File: src/design/lvd_sysctl_map.svh
// Register offsets, field positions, reset values and codes of the system-control bank.
// Assumes a byte-addressed Avalon-MM slave with one aligned 32-bit word per register.
`ifndef LVD_SYSCTL_MAP_SVH
`define LVD_SYSCTL_MAP_SVH

// Byte offsets
`define OFS_FLASH_PROTECT_UNLOCK 5'h00
`define OFS_BOOT_SIGNATURE 5'h04
`define OFS_LOW_VOLTAGE_CONTROL_STATUS 5'h08
`define OFS_EVENT_STATUS 5'h0C
`define OFS_EVENT_MASK 5'h10

// Unlock sequence codes
`define UNLOCK_FIRST_CODE 8'h55
`define UNLOCK_SECOND_CODE 8'hAA

// Field positions in the low-voltage control and status register
`define LV_FLAG_BIT 7
`define LV_ACK_BIT 6
`define LV_IRQ_EN_BIT 5
`define LV_RESET_EN_BIT 4
`define LV_STOP_EN_BIT 3
`define LV_DETECT_EN_BIT 2
`define LV_BANDGAP_EN_BIT 0

// Field position of the unlock flag
`define UNLOCK_FLAG_BIT 0

// Event status bits
`define EV_LOW_VOLTAGE_BIT 0
`define EV_UNLOCK_SET_BIT 1
`define EV_UNLOCK_CLEAR_BIT 2
`define EV_WIDTH 3

// Reset values
`define LV_CTRL_RESET 8'h1C
`define BOOT_SIGNATURE_RESET 8'h00
`define EVENT_MASK_RESET 3'h0

`endif

File: src/design/lvd_sysctl_pkg.sv
// Types shared by the system-control bank.
// Assumes nothing of its surroundings.
package lvd_sysctl_pkg;

    // Progress of the two-write unlock sequence
    typedef enum logic [0:0] {
        UNLOCK_IDLE = 1'b0,
        UNLOCK_GOT_FIRST = 1'b1
    } unlock_state_t;

    // Phase of an Avalon-MM access
    typedef enum logic [0:0] {
        BUS_WAIT = 1'b0,
        BUS_ACK = 1'b1
    } bus_phase_t;

endpackage

File: src/design/level_filter_sync.sv
// Three-flop synchroniser with agreement filter for one asynchronous level.
// Assumes the input may change at any time relative to the clock.
`timescale 1ns/100ps

module level_filter_sync (
    input wire logic clk_i,     // Sampling clock
    input wire logic rst_n_i,   // Asynchronous reset, active low
    input wire logic async_i,   // Level from outside the clock domain
    output logic level_o        // Filtered, synchronous level
);

    logic s1_reg;
    logic s2_reg;
    logic s3_reg;
    logic level_reg;
    logic level_next;

    // New level counts once the second and third stages agree
    always_comb begin
        level_next = level_reg;
        if (s2_reg == s3_reg) begin
            level_next = s3_reg;
        end
    end

    // Shift chain and filtered level
    always_ff @(posedge clk_i or negedge rst_n_i) begin
        if (!rst_n_i) begin
            s1_reg <= 1'b0;
            s2_reg <= 1'b0;
            s3_reg <= 1'b0;
            level_reg <= 1'b0;
        end else begin
            s1_reg <= async_i;
            s2_reg <= s1_reg;
            s3_reg <= s2_reg;
            level_reg <= level_next;
        end
    end

    assign level_o = level_reg;

endmodule // level_filter_sync

File: src/design/lvd_sysctl_regs.sv
// System-control register bank: flash protection unlock, boot signature,
// low-voltage detect control and status, and an event interrupt pair.
// Assumes an Avalon-MM master on MCLK_I, a separate power-on reset that is
// always accompanied by RESET_N_I, and an asynchronous comparator output.
//
// Design decisions made here: the placing of the registers and the Avalon-MM register port.
`timescale 1ns/100ps
`include "lvd_sysctl_map.svh"

// Notes on behaviour
// - Writes of 0x55 then 0xAA to the unlock register set the unlock flag.
// - Any other unlock write, not completing the pair, clears the unlock flag.
// - Unlock flag gates writes to flash block protection registers.
// - Boot signature survives all resets except power-on reset.
// - Low-voltage flag sets on detection and stays until acknowledged.
// - Writing 1 to ack clears the flag only if no longer detected.
// - Interrupt enable makes the flag request a hardware interrupt.
// - Reset enable with detection enabled forces controller reset on detection.
// - Stop enable selects whether detection runs during stop mode.
// - Detect enable turns detection on and qualifies reset and stop enables.
// - Detect and reset enables take only the first write after reset.
// - Bandgap enable switches the reference buffer on or off.
module lvd_sysctl_regs (
    input wire logic MCLK_I,                 // Bus clock, 100 MHz
    input wire logic RESET_N_I,              // Any reset, asynchronous, active low
    input wire logic POR_N_I,                // Power-on reset, asynchronous, active low
    input wire logic [4:0] ADDRESS_I,        // Avalon byte address
    input wire logic READ_I,                 // Avalon read request
    input wire logic WRITE_I,                // Avalon write request
    input wire logic [3:0] BYTEENABLE_I,     // Avalon byte enables
    input wire logic [31:0] WRITEDATA_I,     // Avalon write data
    output logic [31:0] READDATA_O,          // Avalon read data
    output logic WAITREQUEST_O,              // Avalon wait request
    input wire logic LOW_VOLTAGE_I,          // Comparator output, asynchronous
    input wire logic STOP_MODE_I,            // Device is in stop mode
    input wire logic FLASH_PROT_WR_I,        // Write strobe toward protection regs
    output logic FLASH_PROT_WR_O,            // Gated write strobe
    output logic FLASH_PROT_WR_ALLOW_O,      // Protection registers writable
    output logic LOW_VOLTAGE_IRQ_O,          // Low-voltage interrupt request
    output logic LOW_VOLTAGE_RESET_O,        // Controller reset request
    output logic LOW_VOLTAGE_DETECT_ON_O,    // Detector powered
    output logic BANDGAP_BUFFER_ON_O,        // Bandgap buffer enable
    output logic IRQ_O                       // Combined event interrupt
);

    logic lv_level;
    logic req;
    logic take;
    logic wr_take;
    logic rd_take;
    logic wr_lane0;
    logic [7:0] wr_byte;
    lvd_sysctl_pkg::bus_phase_t phase_reg;
    lvd_sysctl_pkg::bus_phase_t phase_next;
    logic [31:0] rdata_reg;
    logic [31:0] rdata_next;
    lvd_sysctl_pkg::unlock_state_t unlock_state_reg;
    lvd_sysctl_pkg::unlock_state_t unlock_state_next;
    logic unlock_flag_reg;
    logic unlock_flag_next;
    logic [7:0] signature_reg;
    logic [7:0] signature_next;
    logic lv_flag_reg;
    logic lv_flag_next;
    logic irq_en_reg;
    logic irq_en_next;
    logic reset_en_reg;
    logic reset_en_next;
    logic stop_en_reg;
    logic stop_en_next;
    logic detect_en_reg;
    logic detect_en_next;
    logic bandgap_en_reg;
    logic bandgap_en_next;
    logic once_done_reg;
    logic once_done_next;
    logic lv_reset_reg;
    logic lv_reset_next;
    logic [`EV_WIDTH-1:0] ev_status_reg;
    logic [`EV_WIDTH-1:0] ev_status_next;
    logic [`EV_WIDTH-1:0] ev_mask_reg;
    logic [`EV_WIDTH-1:0] ev_mask_next;
    logic detecting;
    logic detected;
    logic [`EV_WIDTH-1:0] events;
    logic [7:0] lv_ctrl_view;
    // Reset image of the low-voltage register, split into its fields on reset
    localparam logic [7:0] lv_ctrl_reset_value = `LV_CTRL_RESET;

    // Comparator output enters the clock domain
    level_filter_sync lv_sync (
        .clk_i(MCLK_I),
        .rst_n_i(RESET_N_I),
        .async_i(LOW_VOLTAGE_I),
        .level_o(lv_level)
    );

    // Bus handshake: one wait cycle, then the access is taken
    assign req = READ_I | WRITE_I;
    assign take = req & (phase_reg == lvd_sysctl_pkg::BUS_ACK);
    assign wr_take = take & WRITE_I;
    assign rd_take = take & READ_I;
    assign wr_lane0 = wr_take & BYTEENABLE_I[0];
    assign wr_byte = WRITEDATA_I[7:0];
    assign WAITREQUEST_O = req & (phase_reg != lvd_sysctl_pkg::BUS_ACK);

    // Detector running: enabled, and either awake or allowed in stop mode
    assign detecting = detect_en_reg & (~STOP_MODE_I | stop_en_reg);
    assign detected = detecting & lv_level;

    // Readable view of the low-voltage register; ack and bit 1 read zero
    always_comb begin
        lv_ctrl_view = 8'h00;
        lv_ctrl_view[`LV_FLAG_BIT] = lv_flag_reg;
        lv_ctrl_view[`LV_IRQ_EN_BIT] = irq_en_reg;
        lv_ctrl_view[`LV_RESET_EN_BIT] = reset_en_reg;
        lv_ctrl_view[`LV_STOP_EN_BIT] = stop_en_reg;
        lv_ctrl_view[`LV_DETECT_EN_BIT] = detect_en_reg;
        lv_ctrl_view[`LV_BANDGAP_EN_BIT] = bandgap_en_reg;
    end

    // Bus phase and read data capture during the wait cycle
    always_comb begin
        phase_next = lvd_sysctl_pkg::BUS_WAIT;
        rdata_next = rdata_reg;
        if (req && phase_reg == lvd_sysctl_pkg::BUS_WAIT) begin
            phase_next = lvd_sysctl_pkg::BUS_ACK;
        end
        if (READ_I && phase_reg == lvd_sysctl_pkg::BUS_WAIT) begin
            rdata_next = 32'h0000_0000;
            unique case (ADDRESS_I & 5'h1C)
                `OFS_FLASH_PROTECT_UNLOCK: begin
                    rdata_next[`UNLOCK_FLAG_BIT] = unlock_flag_reg;
                end
                `OFS_BOOT_SIGNATURE: begin
                    rdata_next[7:0] = signature_reg;
                end
                `OFS_LOW_VOLTAGE_CONTROL_STATUS: begin
                    rdata_next[7:0] = lv_ctrl_view;
                end
                `OFS_EVENT_STATUS: begin
                    rdata_next[`EV_WIDTH-1:0] = ev_status_reg;
                end
                `OFS_EVENT_MASK: begin
                    rdata_next[`EV_WIDTH-1:0] = ev_mask_reg;
                end
                default: begin
                    rdata_next = 32'h0000_0000;
                end
            endcase
        end
    end

    always_ff @(posedge MCLK_I or negedge RESET_N_I) begin
        if (!RESET_N_I) begin
            phase_reg <= lvd_sysctl_pkg::BUS_WAIT;
            rdata_reg <= 32'h0000_0000;
        end else begin
            phase_reg <= phase_next;
            rdata_reg <= rdata_next;
        end
    end

    assign READDATA_O = rdata_reg;

    // Unlock sequence: the pair must arrive as two consecutive writes to the unlock register
    always_comb begin
        unlock_state_next = unlock_state_reg;
        unlock_flag_next = unlock_flag_reg;
        if (wr_lane0 && (ADDRESS_I & 5'h1C) == `OFS_FLASH_PROTECT_UNLOCK) begin
            if (unlock_state_reg == lvd_sysctl_pkg::UNLOCK_GOT_FIRST &&
                wr_byte == `UNLOCK_SECOND_CODE) begin
                unlock_flag_next = 1'b1;
            end else begin
                unlock_flag_next = 1'b0;
            end
            if (wr_byte == `UNLOCK_FIRST_CODE) begin
                unlock_state_next = lvd_sysctl_pkg::UNLOCK_GOT_FIRST;
            end else begin
                unlock_state_next = lvd_sysctl_pkg::UNLOCK_IDLE;
            end
        end
    end

    always_ff @(posedge MCLK_I or negedge RESET_N_I) begin
        if (!RESET_N_I) begin
            unlock_state_reg <= lvd_sysctl_pkg::UNLOCK_IDLE;
            unlock_flag_reg <= 1'b0;
        end else begin
            unlock_state_reg <= unlock_state_next;
            unlock_flag_reg <= unlock_flag_next;
        end
    end

    // Protection register writes pass only while unlocked
    assign FLASH_PROT_WR_ALLOW_O = unlock_flag_reg;
    assign FLASH_PROT_WR_O = FLASH_PROT_WR_I & unlock_flag_reg;

    // Boot signature: plain read/write byte
    always_comb begin
        signature_next = signature_reg;
        if (wr_lane0 && (ADDRESS_I & 5'h1C) == `OFS_BOOT_SIGNATURE) begin
            signature_next = wr_byte;
        end
    end

    // Only power-on reset clears the signature
    always_ff @(posedge MCLK_I or negedge POR_N_I) begin
        if (!POR_N_I) begin
            signature_reg <= `BOOT_SIGNATURE_RESET;
        end else begin
            signature_reg <= signature_next;
        end
    end

    // Low-voltage control fields, flag and reset request
    always_comb begin
        lv_flag_next = lv_flag_reg;
        irq_en_next = irq_en_reg;
        reset_en_next = reset_en_reg;
        stop_en_next = stop_en_reg;
        detect_en_next = detect_en_reg;
        bandgap_en_next = bandgap_en_reg;
        once_done_next = once_done_reg;
        if (wr_lane0 && (ADDRESS_I & 5'h1C) == `OFS_LOW_VOLTAGE_CONTROL_STATUS) begin
            if (wr_byte[`LV_ACK_BIT] && !detected) begin
                lv_flag_next = 1'b0;
            end
            irq_en_next = wr_byte[`LV_IRQ_EN_BIT];
            stop_en_next = wr_byte[`LV_STOP_EN_BIT];
            bandgap_en_next = wr_byte[`LV_BANDGAP_EN_BIT];
            once_done_next = 1'b1;
            if (!once_done_reg) begin
                reset_en_next = wr_byte[`LV_RESET_EN_BIT];
                detect_en_next = wr_byte[`LV_DETECT_EN_BIT];
            end
        end
        if (detected) begin
            lv_flag_next = 1'b1;
        end
        lv_reset_next = detected & detect_en_reg & reset_en_reg;
    end

    always_ff @(posedge MCLK_I or negedge RESET_N_I) begin
        if (!RESET_N_I) begin
            lv_flag_reg <= lv_ctrl_reset_value[`LV_FLAG_BIT];
            irq_en_reg <= lv_ctrl_reset_value[`LV_IRQ_EN_BIT];
            reset_en_reg <= lv_ctrl_reset_value[`LV_RESET_EN_BIT];
            stop_en_reg <= lv_ctrl_reset_value[`LV_STOP_EN_BIT];
            detect_en_reg <= lv_ctrl_reset_value[`LV_DETECT_EN_BIT];
            bandgap_en_reg <= lv_ctrl_reset_value[`LV_BANDGAP_EN_BIT];
            once_done_reg <= 1'b0;
            lv_reset_reg <= 1'b0;
        end else begin
            lv_flag_reg <= lv_flag_next;
            irq_en_reg <= irq_en_next;
            reset_en_reg <= reset_en_next;
            stop_en_reg <= stop_en_next;
            detect_en_reg <= detect_en_next;
            bandgap_en_reg <= bandgap_en_next;
            once_done_reg <= once_done_next;
            lv_reset_reg <= lv_reset_next;
        end
    end

    // Low-voltage outputs
    assign LOW_VOLTAGE_IRQ_O = lv_flag_reg & irq_en_reg;
    assign LOW_VOLTAGE_RESET_O = lv_reset_reg;
    assign LOW_VOLTAGE_DETECT_ON_O = detecting;
    assign BANDGAP_BUFFER_ON_O = bandgap_en_reg;

    // Events feeding the sticky status register
    always_comb begin
        events = '0;
        events[`EV_LOW_VOLTAGE_BIT] = detected & ~lv_flag_reg;
        events[`EV_UNLOCK_SET_BIT] = unlock_flag_next & ~unlock_flag_reg;
        events[`EV_UNLOCK_CLEAR_BIT] = ~unlock_flag_next & unlock_flag_reg;
    end

    // Read clears the bits it returned; a new event wins over the clear
    always_comb begin
        ev_status_next = ev_status_reg;
        ev_mask_next = ev_mask_reg;
        if (rd_take && (ADDRESS_I & 5'h1C) == `OFS_EVENT_STATUS) begin
            ev_status_next = ev_status_reg & ~rdata_reg[`EV_WIDTH-1:0];
        end
        if (wr_lane0 && (ADDRESS_I & 5'h1C) == `OFS_EVENT_MASK) begin
            ev_mask_next = wr_byte[`EV_WIDTH-1:0];
        end
        ev_status_next = ev_status_next | events;
    end

    always_ff @(posedge MCLK_I or negedge RESET_N_I) begin
        if (!RESET_N_I) begin
            ev_status_reg <= '0;
            ev_mask_reg <= `EVENT_MASK_RESET;
        end else begin
            ev_status_reg <= ev_status_next;
            ev_mask_reg <= ev_mask_next;
        end
    end

    // Combined interrupt, level while any unmasked event is pending
    assign IRQ_O = |(ev_status_reg & ev_mask_reg);

endmodule // lvd_sysctl_regs

File: config.mk
export PLATFORM = sky130hd
export DESIGN_NAME = lvd_sysctl_regs
export DESIGN_NICKNAME = d
export VERILOG_FILES = /design/src/design/lvd_sysctl_pkg.sv /design/src/design/level_filter_sync.sv /design/src/design/lvd_sysctl_regs.sv
export VERILOG_INCLUDE_DIRS = /design/src /design/src/design
export SDC_FILE = /design/constraint.sdc
export NUM_CORES = 1
export LEC_CHECK = 0
export ABC_AREA = 1
export BUFFER_PORTS_ARGS = -buffer_cell sky130_fd_sc_hd__buf_4
export CELL_PAD_IN_SITES_DETAIL_PLACEMENT = 1
export CELL_PAD_IN_SITES_GLOBAL_PLACEMENT = 1
export CORE_UTILIZATION = 33
export DETAILED_ROUTE_END_ITERATION = 6
export PLACE_DENSITY = 0.9
export SKIP_LAST_GASP = 1
export SYNTH_ARGS = -nofsm -noshare
export SYNTH_HDL_FRONTEND = slang
export SYNTH_SLANG_ARGS = --single-unit
File: constraint.sdc
create_clock -name MCLK_I -period 1.17 [get_ports MCLK_I]
set_input_delay 0.351 -clock MCLK_I [delete_from_list [all_inputs] [get_ports MCLK_I]]
set_output_delay 0.351 -clock MCLK_I [all_outputs]
set_load 0.1 [all_outputs]
* Yosys cells after proc, flatten, opt, wreduce, memory -nomap -nowiden *
Index checks and enable logic that the tools add are counted.
W data, S select, Z words.

word-level totals
  flip-flop bits (word level) = 37
  input bits = 49
  output and inout port bits = 40
  word-level logic and storage cells = 79

operators by class
  eq/ne operators = 7
  muxes and demuxes = 11
  bitwise logic cells = 26
  reduce and logical (&&, ||, !) cells = 16

operators with widths
  kind                  number
  $and A1 B1 Y1         14
  $pmux W5 S2           1
  $logic_and A1 B1 Y1   9
  $eq A8 B7 Y1 const B  1
  $eq A8 B8 Y1 const B  1
  $pmux W2 S4           1
  $mux W1               7
  $and A3 B3 Y3         2
  $eq A3 B2 Y1 const B  2
  $not A1 Y1            6
  $logic_not A5 Y1      1
  $pmux W1 S5           1
  $reduce_and A2 Y1     2
  $reduce_bool A2 Y1    2
  $eq A3 B1 Y1 const B  1
  $eq A3 B3 Y1 const B  1
  $mux W3               1
  $not A3 Y3            1
  $or A3 B3 Y3          1
  $reduce_or A3 Y1      1
  $or A1 B1 Y1          2
  $eq A1 B1 Y1          1
  $logic_not A1 Y1      1

* Depth between registers and ports, before layout *
Gate-level depths: netlist of run 1.

  depth after elaboration = 9
  mapped depth = 8
  mapped depth without buffers = 7

* By module *
Synthesis of run 1 repeated with hierarchy kept, for this count alone.

unflattened totals
  cells, all modules = 230
  area total of the unflattened synthesis = 2013.2 um^2

by module, submodules not included
  module             times used  cells each  area each (um^2)
  lvd_sysctl_regs    1           222         1896.8
  level_filter_sync  1           8           116.4

* Least setup slack after synthesis of run 1 *
Ideal clock, no wire load.

  kind = reg2reg
  from = reg stop_en_reg
  to = reg ev_status_reg[0]
  library setup time = 0.094 ns
  arrival time = 3.266 ns
  data required time = 1.076 ns
  path slack = -2.189 ns
  stages on the path, launching flop included = 5
  path buffers = 0
  path through = dfstp_2 inv_1 a21boi_0 nand2_1 o21ai_0

between the ends
  word-level cells in the longest chain between the ends = 5

RTL lines
  item                               line                    text
  from (decl)                        lvd_sysctl_regs.sv:69   logic stop_en_reg;
  from (signal assigned)             lvd_sysctl_regs.sv:249  stop_en_reg <= lv_ctrl_reset_value[`LV_STOP_EN_BIT];
  from (signal assigned)             lvd_sysctl_regs.sv:258  stop_en_reg <= stop_en_next;
  $or A1 B1 Y1                       lvd_sysctl_regs.sv:108  assign detecting = detect_en_reg & (~STOP_MODE_I | stop_en_reg);
  $and A1 B1 Y1                      lvd_sysctl_regs.sv:108
  named net LOW_VOLTAGE_DETECT_ON_O  lvd_sysctl_regs.sv:41   output logic LOW_VOLTAGE_DETECT_ON_O,
  $and A1 B1 Y1                      lvd_sysctl_regs.sv:109  assign detected = detecting & lv_level;
  $and A1 B1 Y1                      lvd_sysctl_regs.sv:275  events[`EV_LOW_VOLTAGE_BIT] = detected & ~lv_flag_reg;
  $or A3 B3 Y3                       lvd_sysctl_regs.sv:290  ev_status_next = ev_status_next | events;
  named net ev_status_next[0]        lvd_sysctl_regs.sv:80   logic [`EV_WIDTH-1:0] ev_status_next;
  to (signal assigned)               lvd_sysctl_regs.sv:298  ev_status_reg <= ev_status_next;
  to (decl)                          lvd_sysctl_regs.sv:79   logic [`EV_WIDTH-1:0] ev_status_reg;

The timed path passes the listed nets, and every way through them passes these cells.
A chain may end at the register's enable or synchronous reset.

* Worst setup path in the final report of run 1 *
  from = reg stop_en_reg
  to = out LOW_VOLTAGE_DETECT_ON_O

between the ends
  word-level cells in the longest chain between the ends = 2

RTL lines
  item           line
  $or A1 B1 Y1   lvd_sysctl_regs.sv:108
  $and A1 B1 Y1  lvd_sysctl_regs.sv:108
  to (decl)      lvd_sysctl_regs.sv:41

Every way passes these cells.

==> results.sh, run 1 <==
export IMPL_antennaDiodeCount=0
export IMPL_initial_core_util_pct=34.73
export IMPL_dpl_cell_area_mm2=0.002445
export IMPL_reg2reg_slack_ns=-0.08
export IMPL_holdPathStages=1
export IMPL_most_common_layout_cells="buf_4, nand2_1, conb_1, dfrtp_1, inv_1"
export IMPL_yosysWarnings=0
export IMPL_grt_max_degree=30
export IMPL_core_mm2=0.005574
export IMPL_worstSetupEndpointType="output pin"
export IMPL_layout_commonest_cell="buf_4"
export IMPL_vias_per_cell=4.919
export IMPL_period_minus_slack_ns=1.620
export IMPL_violations="negative setup slack"
export IMPL_path_cells="inv_2, a21boi_4, buf_12"
export IMPL_top_usage_layer="met2"
export IMPL_setup_viol=34
export IMPL_clock_latency_ns=0.30
export IMPL_ioPinCount=89
export IMPL_crit_slowest_cell="dfstp_2"
export IMPL_use_met2_pct=38.09
export IMPL_postRouteAntennaNets=0
export IMPL_max_cap_violations=0
export IMPL_drc=0
export IMPL_cpLargestDelayFamily="flip-flops"
export IMPL_synth_cell_types=29
export IMPL_vias=1874
export IMPL_use_met3_pct=3.256
export IMPL_required_ns=0.82
export IMPL_status="complete, but fails checks"
export IMPL_path_buf_inv=2
export IMPL_crit_fanout=2
export IMPL_holdWs_ns=0.1577
export IMPL_core_rowCount=27
export IMPL_grt_pass1_vias=1903
export IMPL_reg2reg_depth=6
export IMPL_final_hold_violation_count=0
export IMPL_power_mw=4.672
export IMPL_wl_per_cell_um=18.70
export IMPL_fin_ws_ns=-0.4498
export IMPL_netlist_area_mm2=0.001936
export IMPL_worstHoldStart="LOW_VOLTAGE_I"
export IMPL_syn_area_per_cell_um2=8.838
export IMPL_drtPass1Iterations=5
export IMPL_synthTopCellsByArea="dfrtp_1, buf_4, nand2_1"
export IMPL_cts_tree="done"
export IMPL_pwr_density_cell_mw_per_mm2=1525
export IMPL_syn_inst=219
export IMPL_ys_seq_elements=37
export IMPL_drt_total_wl_mm=7.123
export IMPL_worstReg2RegEnd="detect_en_reg"
export IMPL_synth_seq_area_share_pct=48.03
export IMPL_fin_skew_ns=0.008690
export IMPL_ir_worst_vdd_mv=0.7534
export IMPL_dp_hpwl_mm=4.137
export IMPL_critPathArrivalTime_ns=1.27
export IMPL_max_freq_ghz=0.6173
export IMPL_rsz0062_at_grt="yes"
export IMPL_htree_num_levels=2
export IMPL_final_layout_size_suffix_gt1_share_pct=53.40
export IMPL_die_y_um=78.59
export IMPL_grt_usage_pct=20.84
export IMPL_maxSlewViolCount=0
export IMPL_area_delta_synth_final_pct=58.24
export IMPL_setup_worst_path_start_class="flip-flop"
export IMPL_antenna_found_initial=0
export IMPL_gp_congestion=0.8972
export IMPL_die_x_um=78.59
export IMPL_clk_path_buf_depth=2
export IMPL_final_cell_area_mm2=0.003063
export IMPL_finalSetupTns_ns=-3.241
export IMPL_hp_class="in -> reg"
export IMPL_path_clk_slew_ns=0.07
export IMPL_synth_top_area_share_pct=43.96
export IMPL_cts_sinks=37
export IMPL_cpPeakStageDelay_ns=0.55
export IMPL_grt_pass1_wl_mm=9.680
export IMPL_numCtsBuffers=5
export IMPL_die_area_mm2=0.006176
export IMPL_hold_end="lv_sync.s1_reg"
export IMPL_synth_area_leader_cell="dfrtp_1"
export IMPL_fin_nets=357
export IMPL_root_buffer="clkbuf_8"
export IMPL_leakage_nw=1.455
export IMPL_drt_iter0_markers=115
export IMPL_port_buffers=35
export IMPL_use_met1_pct=24.47
export IMPL_path_class="reg -> out"
export IMPL_r2r_start="phase_reg"
export IMPL_grt_remaining_overflow=0
export IMPL_fin_crit_sh_pct=138.4
## Yosys cell counts, drive strengths merged
cell type and n:
conb 1, a31oi 4, dfstp 3, nand3 15, a21boi 1, nor2 18, inv 25, nor3 2
maj3 1, buf 28, dfrtp 34, clkinv 1, nand2 51, o21ai 24, nand4 9, a21oi 2
## cell families after synthesis
family,Yosys count,share of synthesized area [%]
AND/OR/NAND/NOR,95,24.37
flip-flops,37,48.03
AO/OA/AOI/OAI,31,9.955
buffers and inverters,54,16.94
adder cells (fa/ha/maj),1,0.5172
other,1,0.1937
## report_power, final
| part | switching [mW] | internal, mW |
|---|---|---|
| Combinational | 1.34 | 0.681 |
| Sequential | 0.190 | 1.48 |
| Clock | 0.500 | 0.479 |
| Total | 2.03 | 2.64 |
## final cells by class
type | count | area [µm²]
tap | 72 | 90.09
sequential | 37 | 947.2
multi-input combinational | 152 | 942.2
inverter | 26 | 117.6
fill | 635 | 2511
clock inverter | 1 | 7.507
timing repair buffer | 86 | 872.1
clock buffer | 7 | 86.33
## worst register-to-register path, cell delays in order, from the launching register on
cell,delay [ns]
dfrtp_2,0.41
buf_6,0.13
nand3_4,0.11
inv_8,0.10
nand4_1,0.21
nand2_1,0.14
o21ai_1,0.08
## repair_timing
item,in CTS,in global routing
setup buffers,10,11
gates resized for setup,48,47
endpoints found under the setup margin,27,38
pin swaps,9,13
cloned,0,2
hold endpoints to repair,34,0
hold buffers,2,0
## worst max-delay path by stage
stage / start / end / slack (ns) / cells after the start
3_3_place_gp: stop_en_reg / LOW_VOLTAGE_DETECT_ON_O / -0.18 / 3
4_1_cts: detect_en_reg / LOW_VOLTAGE_DETECT_ON_O / -0.42 / 2
3_5_place_dp: ADDRESS_I[3] / ev_status_reg[0] / -0.20 / 6
6_report: stop_en_reg / LOW_VOLTAGE_DETECT_ON_O / -0.45 / 3
5_1_grt: stop_en_reg / LOW_VOLTAGE_DETECT_ON_O / -0.47 / 3
2_1_floorplan: stop_en_reg / LOW_VOLTAGE_DETECT_ON_O / -0.33 / 2
## metal layers
metal  part of all wire, %  wire length [µm]  up-vias
met1                    40              2825      951
met5                     0                 0        -
met3                   3.7               263       15
met2                    54              3845       70
met4                   2.7               189        0
li1                      -                 -      838
## stage by stage
stage | util [%] | cells | setup WS (ns)
finish | 54.95 | 381 | -0.4498
detailed placement | 43.86 | 349 | -0.1981
global placement | 43.86 | 349 | -0.1771
global route | 54.95 | 381 | -0.4681
CTS | 50.62 | 369 | -0.4212
floorplan | - | 242 | -0.3343
Power figures use the tool's default switching activity.
==> run 2, diff against run 1 <==
Settings changed: ABC_AREA 1 to default, CORE_UTILIZATION 33 to 34, REMOVE_ABC_BUFFERS from default to 1.
==> results.sh, run 2 <==
export IMPL_fin_ws_ns=-0.5674
export IMPL_final_instance_count_excl_fill=327
export IMPL_root_buffer="clkbuf_8"
export IMPL_worstSetupEndpointType="output pin"
export IMPL_fill_cells=515
export IMPL_die_x_um=75.70
export IMPL_power_frac_comb_pct=49.4
export IMPL_postRouteAntennaNets=0
export IMPL_drc=0
export IMPL_clk_path_buf_depth=2
export IMPL_yosysWarnings=0
export IMPL_utilization_pct=62.29
export IMPL_grt_remaining_overflow=0
export IMPL_fin_nets=305
export IMPL_violations="negative setup slack"
export IMPL_most_common_layout_cells="buf_4, dfrtp_1, conb_1, buf_12, mux2_4"
export IMPL_fin_crit_sh_pct=148.5
export IMPL_async_flop_share_pct=100.0
export IMPL_initial_core_util_pct=35.70
export IMPL_final_hold_violation_count=0
export IMPL_p_switching_mw=2.594
export IMPL_grt_usage_pct=25.89
export IMPL_ioPinCount=89
export IMPL_cts_sinks=37
export IMPL_yosysMostFrequentCell="dfrtp_1"
export IMPL_drt_iter0_markers=107
export IMPL_p_sw_share_pct=43.59
export IMPL_vias_per_cell=5.205
export IMPL_pwr_share_seq_pct=30.9
export IMPL_pre_cts_slack_ns=-0.4648
export IMPL_grt_pass1_vias=1792
export IMPL_netlist_area_mm2=0.001847
export IMPL_antennaDiodeCount=0
export IMPL_synthTopCellsByArea="dfrtp_1, mux2_2, buf_4"
export IMPL_required_ns=0.82
export IMPL_synth_seq_area_share_pct=50.34
export IMPL_final_layout_size_suffix_gt1_share_pct=62.65
export IMPL_path_clk_slew_ns=0.09
export IMPL_dpl_cell_area_mm2=0.002367
export IMPL_path_class="reg -> out"
export IMPL_layout_commonest_cell="buf_4"
export IMPL_fin_skew_ns=0.008140
export IMPL_finalSetupTns_ns=-9.368
export IMPL_core_rowCount=26
export IMPL_internal_power_mw=3.356
export IMPL_syn_area_per_cell_um2=11.54
export IMPL_ys_flop_type="dfrtp_1"
export IMPL_hp_class="in -> reg"
export IMPL_drt_total_wl_mm=7.856
export IMPL_synth_cell_types=41
export IMPL_crit_fanout=2
export IMPL_ys_seq_elements=37
export IMPL_synth_top_area_share_pct=46.07
export IMPL_status="complete, but fails checks"
export IMPL_max_freq_ghz=0.5756
export IMPL_clock_latency_ns=0.30
export IMPL_holdWs_ns=0.1546
export IMPL_vias=1702
export IMPL_clockPowerShare_pct=19.7
export IMPL_wl_per_cell_um=24.02
export IMPL_pwr_density_cell_mw_per_mm2=1847
export IMPL_max_cap_violations=0
export IMPL_grt_pass1_wl_mm=10.21
export IMPL_final_cell_area_mm2=0.003222
export IMPL_maxSlewViolCount=0
export IMPL_synth_edf_count=0
export IMPL_die_y_um=75.70
export IMPL_cts_tree="done"
export IMPL_setup_worst_path_start_class="flip-flop"
export IMPL_dp_hpwl_mm=4.141
export IMPL_gp_congestion=0.7981
export IMPL_post_place_cells=296
export IMPL_critPathArrivalTime_ns=1.39
export IMPL_htree_num_levels=2
export IMPL_synth_common_cells="dfrtp_1, buf_4, mux2_2"
export IMPL_period_minus_slack_ns=1.737
export IMPL_grt_max_degree=30
export IMPL_power_mw=5.950
export IMPL_leakage_nw=1.494
export IMPL_setup_viol=46
export IMPL_core_mm2=0.005172
export IMPL_port_buffers=35
export IMPL_antenna_found_initial=0
export IMPL_ir_worst_vdd_mv=0.8525
export IMPL_area_delta_synth_final_pct=74.46
export IMPL_die_area_mm2=0.005730
export IMPL_synth_area_leader_cell="dfrtp_1"
export IMPL_syn_inst=160
export IMPL_rsz0062_at_grt="yes"
export IMPL_drtPass1Iterations=4
export IMPL_numCtsBuffers=5
[run 2: cell count changes after synthesis, sizes merged, moves of 3 or more]
cell,change
nor4bb,+3
nor2,-5
mux2i,+5
inv,-20
a31oi,-3
nand4,-8
nand3,-10
o21ai,-23
a221oi,+4
nand2,-47
nand3b,+3
nor3b,+4
mux2,+17
[run 2: area by class of cell]
| class | count | area, µm² | share of cell area [%] |
|---|---|---|---|
| Multi-Input combinational cell | 112 | 1075 | 33.36 |
| Sequential cell | 37 | 934.6 | 29.01 |
| Clock buffer | 5 | 68.82 | 2.136 |
| Tap cell | 70 | 87.58 | 2.718 |
| Inverter | 5 | 18.77 | 0.5825 |
| Timing Repair Buffer | 95 | 991.0 | 30.76 |
| Clock inverter | 3 | 46.29 | 1.437 |
[run 2: critical path, cell delays in order, from the launching register on]
cell      delay, ns
dfrtp_1        0.43
a222oi_1       0.33
inv_1          0.13
buf_8          0.19
[run 2: per-layer routing]
layer | part of all wire, % | up-vias | wire length, µm | GRT usage, %
li1 | - | 715 | - | -
met1 | 39 | 866 | 3078 | 31.46
met2 | 51 | 95 | 4019 | 44.54
met3 | 5.1 | 26 | 401 | 4.497
met4 | 4.5 | 0 | 357 | 12.55
met5 | 0 | - | 0 | 0
[run 2: timing repair]
item	in CTS	in global routing
setup endpoints to repair	46	47
pin swaps	10	11
hold buffers	2	0
hold endpoints to repair	34	0
resized for setup	101	35
setup buffers	13	12
[run 2: worst paths after layout]
kind	startpoint	endpoint	slack (ns)	cells after the start
worst max-delay path	ev_status_reg[0]	IRQ_O	-0.57	3
worst min-delay path	LOW_VOLTAGE_I	lv_sync.s1_reg	0.15	1
worst max register to register	phase_reg	ev_status_reg[1]	-0.32	5
worst min register to register	lv_sync.s1_reg	lv_sync.s2_reg	0.36	0
max in group asynchronous	RESET_N_I	detect_en_reg	0.33	2
min in group asynchronous	POR_N_I	signature_reg[2]	0.40	2
[run 2: power groups by stage]
stage / combinational [mW] / sequential [mW] / clock [mW]
2_1_floorplan: 0.940 / 2.18 / 0
3_3_place_gp: 1.99 / 1.74 / 0
3_5_place_dp: 2.06 / 1.76 / 0
4_1_cts: 2.64 / 1.78 / 1.15
5_1_grt: 3.03 / 1.85 / 1.23
6_report: 2.94 / 1.84 / 1.17
[run 2: cells by family (layout without fill, tap and decap cells)]
family | after synthesis | after routing | share of synthesized area, %
multiplexers | 22 | 22 | 13.08
AO/OA/AOI/OAI | 19 | 19 | 8.063
other | 1 | 24 | 0.2031
flip-flops | 37 | 37 | 50.34
adder cells (fa/ha/maj) | 1 | 1 | 0.5420
AND/OR/NAND/NOR | 46 | 46 | 15.58
buffers and inverters | 34 | 108 | 12.19
